--- config.mk ---
export PLATFORM = sky130hd
export DESIGN_NAME = scg_clock_gen
export DESIGN_NICKNAME = d
export VERILOG_FILES = /design/src/hw/scg_pkg.sv /design/src/hw/scg_ctl_if.sv /design/src/hw/scg_clock_gen.sv /design/src/hw/scg_divider.sv /design/src/hw/scg_wdt_timer.sv
export VERILOG_INCLUDE_DIRS = /design/src /design/src/hw
export SDC_FILE = /design/constraint.sdc
export NUM_CORES = 1
export LEC_CHECK = 0
export ABC_CLOCK_PERIOD_IN_PS = 10750
export BUFFER_PORTS_ARGS = -buffer_cell sky130_fd_sc_hd__buf_2
export CORE_MARGIN = 3
export CORE_UTILIZATION = 60
export CTS_CLUSTER_SIZE = 28
export DETAILED_ROUTE_END_ITERATION = 8
export PLACE_DENSITY = 0.86
export SLEW_MARGIN = 20
export SYNTH_ARGS = -nofsm -noshare
export SYNTH_HDL_FRONTEND = slang
export SYNTH_SLANG_ARGS = --single-unit
--- constraint.sdc ---
create_clock -name clk_sys -period 10.75 [get_ports clk_sys]
set_clock_uncertainty 0.2 [all_clocks]
set_input_delay 1.075 -clock clk_sys [delete_from_list [all_inputs] [get_ports clk_sys]]
set_output_delay 1.075 -clock clk_sys [all_outputs]
set_load 0.05 [all_outputs]
--- src/hw/scg_map.svh ---
// Register map, field positions and timing counts of the clock generator
`ifndef SCG_MAP_SVH
`define SCG_MAP_SVH
// ==========================================================
// Register offsets (byte addresses)
`define SCG_ADDR_DIVCTL 4'h0
`define SCG_ADDR_SLEEP 4'h4
`define SCG_ADDR_STATUS 4'h8
// ==========================================================
// Fields
`define SCG_DIV_EN_BIT 7
`define SCG_DIV_BASE 8'h81
`define SCG_SLEEP_GO_BIT 3
// ==========================================================
// Start-up counts, in source or watchdog oscillator cycles
`define SCG_SU_XTAL 16'h4000
`define SCG_SU_LF 16'h0400
`define SCG_SU_RC 16'h0006
`define SCG_RST_DLY_SHORT 17'h0_1000
`define SCG_RST_DLY_LONG 17'h1_0000
// ==========================================================
// Bus answers
`define SCG_RESP_OKAY 2'h0
`define SCG_RESP_SLVERR 2'h2
`endif

--- src/hw/scg_pkg.sv ---
// Types shared by the clock generator modules
package scg_pkg;
  typedef enum logic [2:0] {
    SM_IDLE, SM_ADC_NR, SM_PWR_DOWN, SM_PWR_SAVE, SM_STANDBY,
    SM_EXT_STANDBY
  } scg_sleep_e;
  typedef enum logic [2:0] {
    SRC_XTAL, SRC_LF_XTAL, SRC_EXT_RC, SRC_INT_RC, SRC_EXT_CLK
  } scg_src_e;
  typedef enum logic [1:0] {
    ST_RST_DLY, ST_WAKE, ST_RUN, ST_SLEEP
  } scg_state_e;
endpackage

--- src/hw/scg_ctl_if.sv ---
// Control signals between the clock generator top and its helpers
`timescale 1ns/10ps
interface scg_ctl_if;
  logic div_en;
  logic [6:0] div_factor;
  logic div_tick;
  logic wdt_start;
  logic wdt_long;
  logic wdt_done;
  modport div(input div_en, input div_factor, output div_tick);
  modport wdt(input wdt_start, input wdt_long, output wdt_done);
  modport top(output div_en, output div_factor, input div_tick,
              output wdt_start, output wdt_long, input wdt_done);
endinterface

--- src/hw/scg_clock_gen.sv ---
// Clock generator top: source decode, start-up timing, divider, gating
//
// The register offsets and the AXI4-Lite register port were chosen for this implementation.
`timescale 1ns/10ps
`include "scg_map.svh"
// Overview of operation
// - Source class decodes from 4-bit select: crystal, low-freq, RCs, ext.
// - A stored one in a configuration bit means unprogrammed, zero programmed.
// - Wake from power-down or power-save waits a source-cycle count first.
// - Reset adds 4,096 or 65,536 watchdog oscillator cycles before running.
// - Core clock gating stops all core execution.
// - Peripheral clock feeds timers; async external interrupt still wakes.
// - Two-wire address match wakes the device in every sleep mode.
// - Program store clock runs together with the core clock.
// - Async timer clock follows the 32 kHz crystal, running in sleep except power-down and standby.
// - Converter clock stays active in converter noise-reduction sleep.
// - Clock domains are gated per selected sleep mode.
// - Divider divides the source by any factor from 2 to 129.
// - Divide enable divides core, peripheral, converter, program clocks.
// - Divide enable may be written at any time while running.
// - Divided frequency equals source over 129 minus factor.
// - Factor is taken only when written together with enable set.
module scg_clock_gen #(
  parameter logic [16:0] RST_DLY_SHORT = `SCG_RST_DLY_SHORT,
  parameter logic [16:0] RST_DLY_LONG = `SCG_RST_DLY_LONG,
  parameter logic [15:0] STARTUP_XTAL = `SCG_SU_XTAL
) (
  input wire logic clk_sys,
  input wire logic sys_rst,
  input wire logic [3:0] s_axi_awaddr,
  input wire logic s_axi_awvalid,
  output logic s_axi_awready,
  input wire logic [31:0] s_axi_wdata,
  input wire logic [3:0] s_axi_wstrb,
  input wire logic s_axi_wvalid,
  output logic s_axi_wready,
  output logic [1:0] s_axi_bresp,
  output logic s_axi_bvalid,
  input wire logic s_axi_bready,
  input wire logic [3:0] s_axi_araddr,
  input wire logic s_axi_arvalid,
  output logic s_axi_arready,
  output logic [31:0] s_axi_rdata,
  output logic [1:0] s_axi_rresp,
  output logic s_axi_rvalid,
  input wire logic s_axi_rready,
  input wire logic [3:0] source_select_field,
  input wire logic reset_delay_fuse,
  input wire logic wdt_osc_pin,
  input wire logic xtal32_pin,
  input wire logic ext_int_async_pin,
  input wire logic twi_addr_match_pin,
  output logic core_clock_tick,
  output logic peripheral_clock_tick,
  output logic program_store_clock_tick,
  output logic converter_clock_tick,
  output logic async_timer_clock_tick,
  output logic execution_enable
);
  import scg_pkg::*;

  // ==========================================================
  // State
  typedef struct packed {
    scg_state_e st;
    logic fuse_taken;
    logic [3:0] src_sel;
    logic long_dly;
    logic [15:0] su_cnt;
    logic [7:0] divctl;
    logic [2:0] mode;
    logic [2:0][2:0] sync;
    logic [2:0] lvl;
    logic aw_got;
    logic [3:0] awaddr;
    logic w_got;
    logic [7:0] wbyte;
    logic wlane;
    logic awready;
    logic wready;
    logic bvalid;
    logic [1:0] bresp;
    logic arready;
    logic rvalid;
    logic [31:0] rdata;
    logic [1:0] rresp;
    logic core_t;
    logic io_t;
    logic fl_t;
    logic adc_t;
    logic asy_t;
    logic exec;
  } scg_top_s;

  scg_top_s q, n;
  scg_ctl_if ctl();
  logic [2:0] pins;
  logic [4:0] en;
  logic [15:0] su_lim;
  logic sleep_go;
  logic wake;
  logic x_rise;

  // ==========================================================
  // Helpers
  scg_divider u_div (
    .clk_sys(clk_sys),
    .sys_rst(sys_rst),
    .ctl(ctl.div)
  );

  scg_wdt_timer #(
    .LIM_SHORT(RST_DLY_SHORT),
    .LIM_LONG(RST_DLY_LONG)
  ) u_wdt (
    .clk_sys(clk_sys),
    .sys_rst(sys_rst),
    .wdt_osc_pin(wdt_osc_pin),
    .ctl(ctl.wdt)
  );

  assign ctl.div_en = q.divctl[`SCG_DIV_EN_BIT];
  assign ctl.div_factor = q.divctl[6:0];
  assign ctl.wdt_start = q.fuse_taken && (q.st == ST_RST_DLY);
  assign ctl.wdt_long = q.long_dly;
  assign pins = {twi_addr_match_pin, ext_int_async_pin, xtal32_pin};

  function automatic scg_src_e src_class(input logic [3:0] s);
    if (s >= 4'ha) begin
      return SRC_XTAL;
    end else if (s == 4'h9) begin
      return SRC_LF_XTAL;
    end else if (s >= 4'h5) begin
      return SRC_EXT_RC;
    end else if (s >= 4'h1) begin
      return SRC_INT_RC;
    end
    return SRC_EXT_CLK;
  endfunction

  // ==========================================================
  // Next state
  always_comb begin
    n = q;
    sleep_go = 1'b0;

    // Pin synchronisers: a change counts once stages two and three agree
    for (int i = 0; i < 3; i++) begin
      n.sync[i] = {q.sync[i][1:0], pins[i]};
      if (q.sync[i][1] == q.sync[i][2]) begin
        n.lvl[i] = q.sync[i][2];
      end
    end
    x_rise = n.lvl[0] && !q.lvl[0];

    // Either async source wakes; the address match needs no peripheral
    // clock, so it works in every sleep mode.
    wake = q.lvl[1] || q.lvl[2];

    // Start-up length depends on how slowly the source settles
    case (src_class(q.src_sel))
      SRC_XTAL: begin
        su_lim = STARTUP_XTAL;
      end
      SRC_LF_XTAL: begin
        su_lim = `SCG_SU_LF;
      end
      default: begin
        su_lim = `SCG_SU_RC;
      end
    endcase

    // ----- register bus: write path
    if (s_axi_awvalid && q.awready) begin
      n.aw_got = 1'b1;
      n.awaddr = s_axi_awaddr;
    end
    if (s_axi_wvalid && q.wready) begin
      n.w_got = 1'b1;
      n.wbyte = s_axi_wdata[7:0];
      n.wlane = s_axi_wstrb[0];
    end
    if (s_axi_bvalid && s_axi_bready) begin
      n.bvalid = 1'b0;
    end
    if (q.aw_got && q.w_got && !q.bvalid) begin
      n.aw_got = 1'b0;
      n.w_got = 1'b0;
      n.bvalid = 1'b1;
      n.bresp = `SCG_RESP_OKAY;
      case (q.awaddr)
        `SCG_ADDR_DIVCTL: begin
          if (q.wlane) begin
            // Enable may flip at any time; the divider retimes it
            n.divctl[`SCG_DIV_EN_BIT] = q.wbyte[`SCG_DIV_EN_BIT];
            if (q.wbyte[`SCG_DIV_EN_BIT]) begin
              n.divctl[6:0] = q.wbyte[6:0];
            end
          end
        end
        `SCG_ADDR_SLEEP: begin
          if (q.wlane) begin
            n.mode = q.wbyte[2:0];
            sleep_go = q.wbyte[`SCG_SLEEP_GO_BIT];
          end
        end
        `SCG_ADDR_STATUS: begin
          n.bresp = `SCG_RESP_OKAY;
        end
        default: begin
          n.bresp = `SCG_RESP_SLVERR;
        end
      endcase
    end

    // ----- register bus: read path
    if (s_axi_rvalid && s_axi_rready) begin
      n.rvalid = 1'b0;
    end
    if (s_axi_arvalid && q.arready) begin
      n.rvalid = 1'b1;
      n.rresp = `SCG_RESP_OKAY;
      case (s_axi_araddr)
        `SCG_ADDR_DIVCTL: begin
          n.rdata = {24'h00_0000, q.divctl};
        end
        `SCG_ADDR_SLEEP: begin
          n.rdata = {29'h0000_0000, q.mode};
        end
        `SCG_ADDR_STATUS: begin
          n.rdata = {24'h00_0000, q.lvl, src_class(q.src_sel), q.st};
        end
        default: begin
          n.rdata = 32'h0000_0000;
          n.rresp = `SCG_RESP_SLVERR;
        end
      endcase
    end

    n.awready = !n.aw_got && !n.bvalid;
    n.wready = !n.w_got && !n.bvalid;
    n.arready = !n.rvalid;

    // ----- start-up and sleep sequencing
    case (q.st)
      ST_RST_DLY: begin
        if (!q.fuse_taken) begin
          // Configuration bits are caught once, after reset release
          n.fuse_taken = 1'b1;
          n.src_sel = source_select_field;
          n.long_dly = !reset_delay_fuse;
        end else if (ctl.wdt_done) begin
          n.st = ST_WAKE;
          n.su_cnt = 16'h0000;
        end
      end
      ST_WAKE: begin
        if (q.su_cnt == su_lim - 16'h0001) begin
          n.st = ST_RUN;
        end else begin
          n.su_cnt = q.su_cnt + 16'h0001;
        end
      end
      ST_RUN: begin
        if (sleep_go) begin
          n.st = ST_SLEEP;
        end
      end
      ST_SLEEP: begin
        if (wake) begin
          case (scg_sleep_e'(q.mode))
            SM_PWR_DOWN, SM_PWR_SAVE: begin
              n.st = ST_WAKE;
              n.su_cnt = 16'h0000;
            end
            default: begin
              n.st = ST_RUN;
            end
          endcase
        end
      end
      default: begin
        n.st = ST_RST_DLY;
      end
    endcase

    // ----- domain gating, bits are {async, conv, prog, periph, core}
    case (q.st)
      ST_RUN: begin
        en = 5'h1f;
      end
      ST_SLEEP: begin
        case (scg_sleep_e'(q.mode))
          SM_IDLE: begin
            en = 5'h1a;
          end
          SM_ADC_NR: begin
            en = 5'h18;
          end
          SM_PWR_SAVE, SM_EXT_STANDBY: begin
            en = 5'h10;
          end
          default: begin
            en = 5'h00;
          end
        endcase
      end
      default: begin
        en = 5'h00;
      end
    endcase

    // All synchronous domains share the divided tick
    n.core_t = ctl.div_tick && en[0];
    n.io_t = ctl.div_tick && en[1];
    n.fl_t = ctl.div_tick && en[2] && en[0];
    n.adc_t = ctl.div_tick && en[3];
    // The async timer never sees the divider: it follows its crystal
    n.asy_t = x_rise && en[4];
    n.exec = en[0];
  end

  // ==========================================================
  // Registers
  always_ff @(posedge clk_sys or posedge sys_rst) begin
    if (sys_rst) begin
      q <= '0;
    end else begin
      q <= n;
    end
  end

  // ==========================================================
  // Outputs
  assign s_axi_awready = q.awready;
  assign s_axi_wready = q.wready;
  assign s_axi_bresp = q.bresp;
  assign s_axi_bvalid = q.bvalid;
  assign s_axi_arready = q.arready;
  assign s_axi_rdata = q.rdata;
  assign s_axi_rresp = q.rresp;
  assign s_axi_rvalid = q.rvalid;
  assign core_clock_tick = q.core_t;
  assign peripheral_clock_tick = q.io_t;
  assign program_store_clock_tick = q.fl_t;
  assign converter_clock_tick = q.adc_t;
  assign async_timer_clock_tick = q.asy_t;
  assign execution_enable = q.exec;
endmodule

--- src/hw/scg_divider.sv ---
// Glitch-free programmable divider producing the system clock tick
`timescale 1ns/10ps
`include "scg_map.svh"
module scg_divider (
  input wire logic clk_sys,
  input wire logic sys_rst,
  scg_ctl_if.div ctl
);
  typedef struct packed {
    logic [7:0] cnt;
    logic tick;
  } scg_div_s;
  scg_div_s q, n;
  logic [7:0] period;
  // A new factor is only looked at on a period boundary, so no tick
  // spacing ever comes out shorter than one source cycle.
  always_comb begin
    n = q;
    period = 8'h01;
    if (ctl.div_en) begin
      period = `SCG_DIV_BASE - {1'b0, ctl.div_factor};
    end
    if (q.cnt == 8'h00) begin
      n.tick = 1'b1;
      n.cnt = period - 8'h01;
    end else begin
      n.tick = 1'b0;
      n.cnt = q.cnt - 8'h01;
    end
  end
  always_ff @(posedge clk_sys or posedge sys_rst) begin
    if (sys_rst) begin
      q <= '0;
    end else begin
      q <= n;
    end
  end
  assign ctl.div_tick = q.tick;
endmodule

--- src/hw/scg_wdt_timer.sv ---
// Reset delay counted on the watchdog oscillator pin
`timescale 1ns/10ps
`include "scg_map.svh"
module scg_wdt_timer #(
  parameter logic [16:0] LIM_SHORT = `SCG_RST_DLY_SHORT,
  parameter logic [16:0] LIM_LONG = `SCG_RST_DLY_LONG
) (
  input wire logic clk_sys,
  input wire logic sys_rst,
  input wire logic wdt_osc_pin,
  scg_ctl_if.wdt ctl
);
  typedef struct packed {
    logic [2:0] sync;
    logic lvl;
    logic [16:0] cnt;
    logic done;
  } scg_wdt_s;
  scg_wdt_s q, n;
  logic [16:0] lim;
  always_comb begin
    n = q;
    n.sync = {q.sync[1:0], wdt_osc_pin};
    if (q.sync[1] == q.sync[2]) begin
      n.lvl = q.sync[2];
    end
    lim = ctl.wdt_long ? LIM_LONG : LIM_SHORT;
    // Falls are counted: a pin already high at reset release would
    // otherwise show up as a false first rise and cut the delay short
    if (!ctl.wdt_start) begin
      n.cnt = 17'h0_0000;
      n.done = 1'b0;
    end else if (!n.lvl && q.lvl && !q.done) begin
      if (q.cnt == lim - 17'h0_0001) begin
        n.done = 1'b1;
      end else begin
        n.cnt = q.cnt + 17'h0_0001;
      end
    end
  end
  always_ff @(posedge clk_sys or posedge sys_rst) begin
    if (sys_rst) begin
      q <= '0;
    end else begin
      q <= n;
    end
  end
  assign ctl.wdt_done = q.done;
endmodule

==> impl_metrics.py, run 1 <==
metrics = {
    "yosys": {
        "synth_enable_flop_cells": 0,
        "synth-simple-area-share": 0.1741,
        "synthMuxAreaShare": 0.05683,
        "seq_area_frac_synth": 0.5117,
        "synth-main-ff-cell": "dfrtp_1",
        "syn_area_mm2": 0.005527,
        "synth_compound_area_frac": 0.1429,
        "synth_top_family_by_area": "simple AND/OR/NAND/NOR gates",
        "synth_area_per_cell_um2": 10.45,
        "synthXorXnorAreaFrac": 0.02060,
        "synth_cells": 529,
        "synth-adder-area-share": 0.01675,
        "yosysUniqueCellTypes": 61,
        "ys_ff_latch": 113,
        "synth-warning-count": 0,
        "async_reset_ff_frac": 1.000,
    },
    "timing": {
        "finalCritPeriodShare": 0.3307,
        "fin_ws_ns": 7.195,
        "tightest_slew_ns": 0.9691,
        "setup_tns_ns": 0,
        "setup_viol": 0,
        "min_period_ns": 3.555,
        "max_freq_mhz": 281.3,
        "maxSlewViolCount": 0,
        "rsz0062_at_grt": "no",
        "slew_headroom": 0.3539,
        "hold_viol": 0,
    },
    "run": {
        "drv_cap": 0,
    },
    "detailed_routing": {
        "drt_first_pass_iters": 5,
        "routed_via_density": 6.079,
        "vias": 4243,
        "drt-total-wl_mm": 12.06,
        "route.detailed.drc": 0,
        "detail-route-antenna-nets": 0,
        "wl_per_cell_um": 17.28,
        "drt_iter0_drc": 275,
    },
    "worst_setup_path": {
        "required_ns": 10.92,
        "critPathArrivalTime_ns": 3.72,
        "critPathLaunchType": "flop",
        "r2r_start": "q[102]$_DFFE_PP0P_",
        "endpoint_kind": "flop",
        "crit_type": "flop to flop",
        "reg2reg_slack_ns": 7.20,
        "crit_start": "q[102]$_DFFE_PP0P_",
        "crit_fanout": 17,
    },
    "power_and_ir_drop": {
        "irDropWorstVdd_uv": 184.3,
        "cellLeakagePower_nw": 2.824,
        "powerDensity_mw_per_mm2": 215.6,
    },
    "clock_network": {
        "clk_latency_ns": 0.52,
        "cts_buffer_depth": 2,
        "cts_setup_buffers": 0,
        "cts-resized-gates": 0,
        "cts.htree.levels": 4,
        "cts_root_buf": "clkbuf_8",
        "path_clk_slew_ns": 0.06,
        "tritoncts": "yes",
        "cts_inserted_buffers": 17,
        "cts_hold_buf": 0,
        "cts.sinks": 113,
    },
    "global_route": {
        "grt_max_degree": 81,
        "grt_pass1_wl_mm": 19.83,
        "grt.total_usage": 0.2452,
        "grt-ovfl-total": 0,
        "grt_antenna_before_repair": 0,
        "grt_pass1_vias": 4174,
    },
    "place": {
        "place_area_mm2": 0.005683,
        "pre_cts_ws_ns": 7.360,
        "dp_cells": 666,
        "numPortBuffers": 53,
        "hpwl_mm": 7.771,
        "place.gp.congestion": 0.8662,
    },
    "floorplan": {
        "die_y_um": 102.0,
        "die_x_um": 102.0,
        "num_rows": 34,
        "die_area_mm2": 0.01040,
        "ios": 107,
        "initial_core_util": 0.6246,
        "core_mm2": 0.008848,
    },
    "layout": {
        "syn2layout_area_growth_pct": 13.02,
        "num_antenna_cells": 0,
        "fillCellCount": 613,
        "final_layout_size_suffix_gt1_frac": 0.2271,
        "fin_area_mm2": 0.006246,
        "final_nets": 642,
        "stdcell_count": 698,
    },
    "worst_hold_path": {
        "hp-start": "n[69]$_DFF_PP0_",
        "min_path_type": "flop to flop",
    },
    "outcome": {
        "status": "finished, final reports clean",
    },
}
[critical path, cell delays in order, from the launching register on]
cell	delay [ns]
dfrtp_1	0.44
o31ai_1	0.62
inv_1	0.13
ha_1	0.24
or4_1	0.44
a221oi_2	0.78
buf_4	0.36
or4_1	0.15
a21oi_1	0.06
[per-stage QoR]
stage | total power [W] | hold WS, ns | utilization
2_1_floorplan | 0.0007536 | 0.1312 | -
3_3_place_gp | 0.0007876 | 0.1384 | 0.6423
3_5_place_dp | 0.0008074 | 0.1364 | 0.6423
4_1_cts | 0.001351 | 0.1522 | 0.7059
5_1_grt | 0.001407 | 0.1632 | 0.7059
6_report | 0.001347 | 0.1506 | 0.7059
[final cells by class]
class,count,area [um^2],share of cell area
Multi-Input combinational cell,373,2370,0.3794
Clock inverter,15,148.9,0.02384
Inverter,16,62.56,0.01002
Clock buffer,17,414.1,0.06631
Sequential cell,113,2828,0.4527
Timing Repair Buffer,56,287.8,0.04607
Tap cell,108,135.1,0.02163
[placed cells by master, fill, tap and decap left out, types with 4 or more instances in the layout]
| cell type | synthesis | layout |
|---|---|---|
| o31ai_1 | 9 | 9 |
| nor4_1 | 6 | 6 |
| or2_2 | 4 | 4 |
| ha_1 | 5 | 5 |
| nand4_1 | 8 | 8 |
| buf_2 | 4 | 53 |
| clkbuf_16 | 0 | 16 |
| xnor2_1 | 5 | 5 |
| inv_1 | 16 | 15 |
| clkinv_4 | 0 | 4 |
| or3_1 | 20 | 20 |
| mux2_2 | 27 | 27 |
| inv_6 | 0 | 5 |
| conb_1 | 1 | 26 |
| o211ai_1 | 5 | 5 |
| and2_1 | 5 | 5 |
| o21ai_0 | 35 | 35 |
| nand3_1 | 18 | 18 |
| or4_1 | 10 | 10 |
| a21oi_2 | 5 | 5 |
| and3_1 | 6 | 6 |
| o21ai_2 | 4 | 4 |
| nor2_1 | 27 | 27 |
| dfrtp_1 | 113 | 113 |
| a21oi_1 | 29 | 29 |
| nor3_1 | 5 | 5 |
| and4_1 | 6 | 6 |
| a22oi_1 | 8 | 8 |
| a31oi_1 | 6 | 6 |
| xor2_1 | 8 | 8 |
| nand2_1 | 42 | 42 |
[logic make-up (layout without fill, tap and decap cells)]
logic type / after synthesis / in the layout
buffers and inverters: 68 / 104
muxes: 28 / 28
and+or+nand+nor: 175 / 175
AOI/OAI and AO/OA: 123 / 123
xor gates and xnor gates: 13 / 13
other: 1 / 26
DFF: 113 / 113
adders and majority gates: 8 / 8
[path summary, 6_finish.rpt]
check / endpoint / cells past startpoint
setup / recovery: q[99]$_DFFE_PP0P_ / 8
hold / removal: n[70]$_DFF_PP0_ / 0
setup reg to reg: q[99]$_DFFE_PP0P_ / 8
hold reg to reg: n[70]$_DFF_PP0_ / 0
max in group asynchronous: q[73]$_DFF_PP0_ / 3
min in group asynchronous: u_wdt.q[1]$_DFFE_PP0P_ / 2
[per-layer routing]
| layer | global-route usage | vias up | wire length (um) |
|---|---|---|---|
| met4 | 0.1049 | 0 | 260 |
| met2 | 0.4043 | 172 | 6105 |
| met3 | 0.06485 | 27 | 748 |
| met5 | 0 | - | 0 |
| li1 | - | 1971 | - |
| met1 | 0.3066 | 2073 | 4947 |
[power by group]
| part | total [W] | leakage, nW | switching (W) | internal (W) |
|---|---|---|---|---|
| Clock | 0.000530 | 0.278 | 0.000217 | 0.000313 |
| Sequential | 0.000570 | 1.45 | 0.0000709 | 0.000499 |
| Combinational | 0.000247 | 1.10 | 0.000154 | 0.0000937 |
[cell usage after synthesis, drive strengths merged (2+ instances only)]
library cell	instances	area (um^2)
o211a	2	20.02
maj3	3	30.03
nor2b	3	18.77
o21a	3	22.52
nor3b	3	22.52
nand2	42	157.7
and3	6	37.54
o211ai	5	37.54
a22oi	8	60.06
o22ai	2	12.51
a21oi	34	188.9
o2111ai	2	17.52
mux2	27	304.0
inv	16	60.06
xnor2	5	43.79
nand2b	2	12.51
xor2	8	70.07
o31ai	10	80.07
o21ai	41	220.2
a31oi	6	37.54
buf	44	332.8
and3b	2	17.52
or4	10	75.07
ha	5	62.56
or3	20	125.1
nand3	18	90.09
nand4	8	50.05
dfrtp	113	2828
nor4	6	37.54
nor3	5	25.02
or2	4	25.02
and2	6	37.54
a211oi	2	15.01
nor4b	3	38.79
nor2	27	101.4
and4	6	52.55
clkbuf	8	30.03
[sequential cells by signal, indices dropped and copies added, names as in the netlist, 2 cells and up]
name / count
u_wdt.q: 19
u_wdt.n: 2
u_div.q: 8
s_axi_rdata: 8
n: 6
q: 47
ctl.div_factor: 7
No activity file was read; power rests on OpenSTA's default activity.
==> run 2, diff against run 1 <==
--- a/config.mk
+++ b/config.mk
@@ -6,13 +6,14 @@
 export SDC_FILE = /design/constraint.sdc
 export NUM_CORES = 1
 export LEC_CHECK = 0
-export ABC_CLOCK_PERIOD_IN_PS = 10750
+export ABC_AREA = 1
+export ABC_CLOCK_PERIOD_IN_PS = 2900
 export BUFFER_PORTS_ARGS = -buffer_cell sky130_fd_sc_hd__buf_2
 export CORE_MARGIN = 3
-export CORE_UTILIZATION = 60
+export CORE_UTILIZATION = 51
 export CTS_CLUSTER_SIZE = 28
 export DETAILED_ROUTE_END_ITERATION = 8
-export PLACE_DENSITY = 0.86
+export PLACE_DENSITY = 0.77
 export SLEW_MARGIN = 20
 export SYNTH_ARGS = -nofsm -noshare
 export SYNTH_HDL_FRONTEND = slang
==> constraint.sdc (replaced) <==
create_clock -name clk_sys -period 2.9 [get_ports clk_sys]
set_clock_uncertainty 0.2 [all_clocks]
set_input_delay 0.29 -clock clk_sys [delete_from_list [all_inputs] [get_ports clk_sys]]
set_output_delay 0.29 -clock clk_sys [all_outputs]
set_load 0.05 [all_outputs]
==> impl_metrics.py, run 2 <==
metrics = {
    "floorplan": {
        "ios": 107,
        "die_y_um": 113.7,
        "core_mm2": 0.01108,
        "num_rows": 38,
        "initial_core_util": 0.5335,
        "die_x_um": 113.7,
        "die_area_mm2": 0.01292,
    },
    "clock_network": {
        "cts.htree.levels": 4,
        "path_clk_slew_ns": 0.06,
        "cts_root_buf": "clkbuf_16",
        "cts-resized-gates": 0,
        "tritoncts": "yes",
        "cts_inserted_buffers": 17,
        "clk_latency_ns": 0.42,
        "cts.sinks": 113,
        "cts_buffer_depth": 2,
    },
    "yosys": {
        "yosysUniqueCellTypes": 40,
        "ys_ff_latch": 113,
        "async_reset_ff_frac": 1.000,
        "synth_area_per_cell_um2": 8.267,
        "synth_common_cells": "nand2_1, dfrtp_1, inv_1, nor2_1, nand3_1",
        "synth_top_area_cell": "dfrtp_1",
        "synth_cells": 715,
        "ys_top_cells_by_area": "dfrtp_1, nand2_1, inv_1",
        "yosysMostFrequentCell": "nand2_1",
        "synth-warning-count": 0,
        "seq_area_frac_synth": 0.4784,
        "synth_top_area_frac": 0.4784,
        "synth-main-ff-cell": "dfrtp_1",
        "synth_enable_flop_cells": 0,
        "syn_area_mm2": 0.005911,
    },
    "timing": {
        "hold_viol": 0,
        "min_period_ns": 2.357,
        "tightest_slew_ns": 0.5914,
        "rsz0062_at_grt": "no",
        "max_freq_mhz": 424.3,
        "whs_ns": 0.02861,
        "slew_headroom": 0.6058,
        "setup_viol": 0,
        "setup_tns_ns": 0,
        "finalCritPeriodShare": 0.8128,
        "maxSlewViolCount": 0,
    },
    "layout": {
        "final_nets": 857,
        "largest-register": "q",
        "final_cell_mix": "nand2_1, dfrtp_1, inv_1",
        "largest_reg_flops": 47,
        "layout_commonest_cell": "nand2_1",
        "regArea_mm2": 0.002828,
        "final_layout_size_suffix_gt1_frac": 0.1677,
        "multiInputGateArea_mm2": 0.002494,
        "syn2layout_area_growth_pct": 18.78,
        "reg_top3": "q (47), u_wdt.q (19)",
        "fillCellCount": 903,
        "num_antenna_cells": 0,
    },
    "detailed_routing": {
        "routed_via_density": 5.145,
        "drt_first_pass_iters": 6,
        "wl_per_cell_um": 13.48,
        "drt_iter0_drc": 276,
        "route.detailed.drc": 0,
        "vias": 4862,
        "detail-route-antenna-nets": 0,
        "drt-total-wl_mm": 12.74,
    },
    "place": {
        "numPortBuffers": 53,
        "hpwl_mm": 8.698,
        "place.gp.congestion": 0.8858,
    },
    "worst_setup_path": {
        "required_ns": 3.03,
        "path_depth": 10,
        "critPathLaunchType": "flop",
        "crit_family": "simple AND/OR/NAND/NOR gates",
        "max_stage_delay_ns": 0.40,
        "crit_slowest_cell": "dfrtp_1",
        "crit_fanout": 14,
        "ff2ff_path_depth": 10,
        "cp_num_buf_inv": 0,
        "crit_type": "flop to flop",
        "endpoint_kind": "flop",
        "critPathArrivalTime_ns": 2.48,
        "worstPathCellList": "o21ai_1, nand2_1, ha_1, xor2_1, nand3_1, nor2_1, nand3_1, nand2_1, nand2_2, o21ai_0",
    },
    "worst_hold_path": {
        "hold_depth": 4,
        "min_path_type": "primary input to flop",
    },
    "power_and_ir_drop": {
        "cellLeakagePower_nw": 3.419,
        "powerDensity_mw_per_mm2": 796.7,
        "irDropWorstVdd_uv": 613.5,
    },
    "global_route": {
        "grt.total_usage": 0.2130,
        "grt_antenna_before_repair": 0,
        "grt_max_degree": 114,
        "grt-ovfl-total": 0,
        "grt_pass1_wl_mm": 21.89,
        "grt_pass1_vias": 4790,
    },
    "outcome": {
        "status": "finished, final reports clean",
    },
    "run": {
        "drv_cap": 0,
    },
}
==> run 2: cell types whose count changed after synthesis, moves of 20 or more <==
cell / before / now
inv_1: 16 / 79
mux2_2: 27 / 5
nand2_1: 42 / 174
nand3_1: 18 / 48
nor2_1: 27 / 66
or3_1: 20 / 0
==> run 2: cells by family after synthesis <==
| kind of cell | count (synthesis) | synth area share |
|---|---|---|
| XOR/XNOR | 21 | 0.03112 |
| buffers and inverters | 137 | 0.1156 |
| flip-flops | 113 | 0.4784 |
| adder cells (fa/ha/maj) | 9 | 0.01736 |
| other | 1 | 0.0006344 |
| AND/OR/NAND/NOR | 349 | 0.2684 |
| AO/OA/AOI/OAI | 80 | 0.07896 |
| multiplexers | 5 | 0.009525 |
==> run 2: stage by stage <==
stage / std cells / total power (W) / worst slack, ns / cell area [um^2] / utilization
2_1_floorplan: 740 / 0.003115 / 0.8315 / 6008 / -
3_3_place_gp: 886 / 0.003297 / 0.6554 / 6127 / 0.5531
3_5_place_dp: 886 / 0.003367 / 0.5704 / 6127 / 0.5531
4_1_cts: 945 / 0.005592 / 0.5405 / 7020 / 0.6337
5_1_grt: 945 / 0.005897 / 0.3063 / 7020 / 0.6337
6_report: 945 / 0.005593 / 0.5430 / 7020 / 0.6337
==> run 2: power by group <==
part | switching [W] | leakage, nW | internal [W]
Clock | 0.000753 | 0.296 | 0.00142
Combinational | 0.000876 | 1.66 | 0.000433
Sequential | 0.000220 | 1.46 | 0.00189
==> run 2: worst paths after layout <==
kind | startpoint | end | slack (ns)
min reg2reg | u_wdt.n[20]$_DFF_PP0_ | u_wdt.n[21]$_DFF_PP0_ | 0.15
max in group asynchronous | sys_rst | q[89]$_DFFE_PP0P_ | 1.66
max | q[103]$_DFFE_PP0P_ | q[88]$_DFFE_PP0P_ | 0.54
max reg2reg | q[103]$_DFFE_PP0P_ | q[88]$_DFFE_PP0P_ | 0.54
min in group asynchronous | sys_rst | q[57]$_DFFE_PP0P_ | 0.37
min | s_axi_wvalid | q[55]$_DFFE_PP0P_ | 0.03
==> run 2: per-layer routing <==
metal / up-vias / global-route usage / routed length (um)
li1: 2387 / - / -
met1: 2309 / 0.2602 / 5411
met2: 136 / 0.3620 / 6398
met3: 30 / 0.05411 / 664
met4: 0 / 0.08494 / 264
met5: - / 0 / 0
==> run 2: worst reg2reg max path, stage by stage (launching register included) <==
cell and delay (ns):
dfrtp_1 0.40, o21ai_1 0.19, nand2_1 0.13, ha_1 0.30, xor2_1 0.15, nand3_1 0.09, nor2_1 0.10, nand3_1 0.14
nand2_1 0.13, nand2_2 0.19, o21ai_0 0.23
==> run 2: what timing repair did <==
item | 4_1_cts | 5_1_grt
endpoints found under the hold margin | 138 | 0
buffers inserted | 0 | 0
hold buffers | 27 | 0
==> run 2: final cells by class <==
class	count	share of cell area
multi-input cells	490	0.3552
clock buffers	21	0.06701
flip-flops and latches	113	0.4028
well taps	140	0.02495
inverters	87	0.04705
repair buffers	83	0.08127
clock inverters	11	0.02174
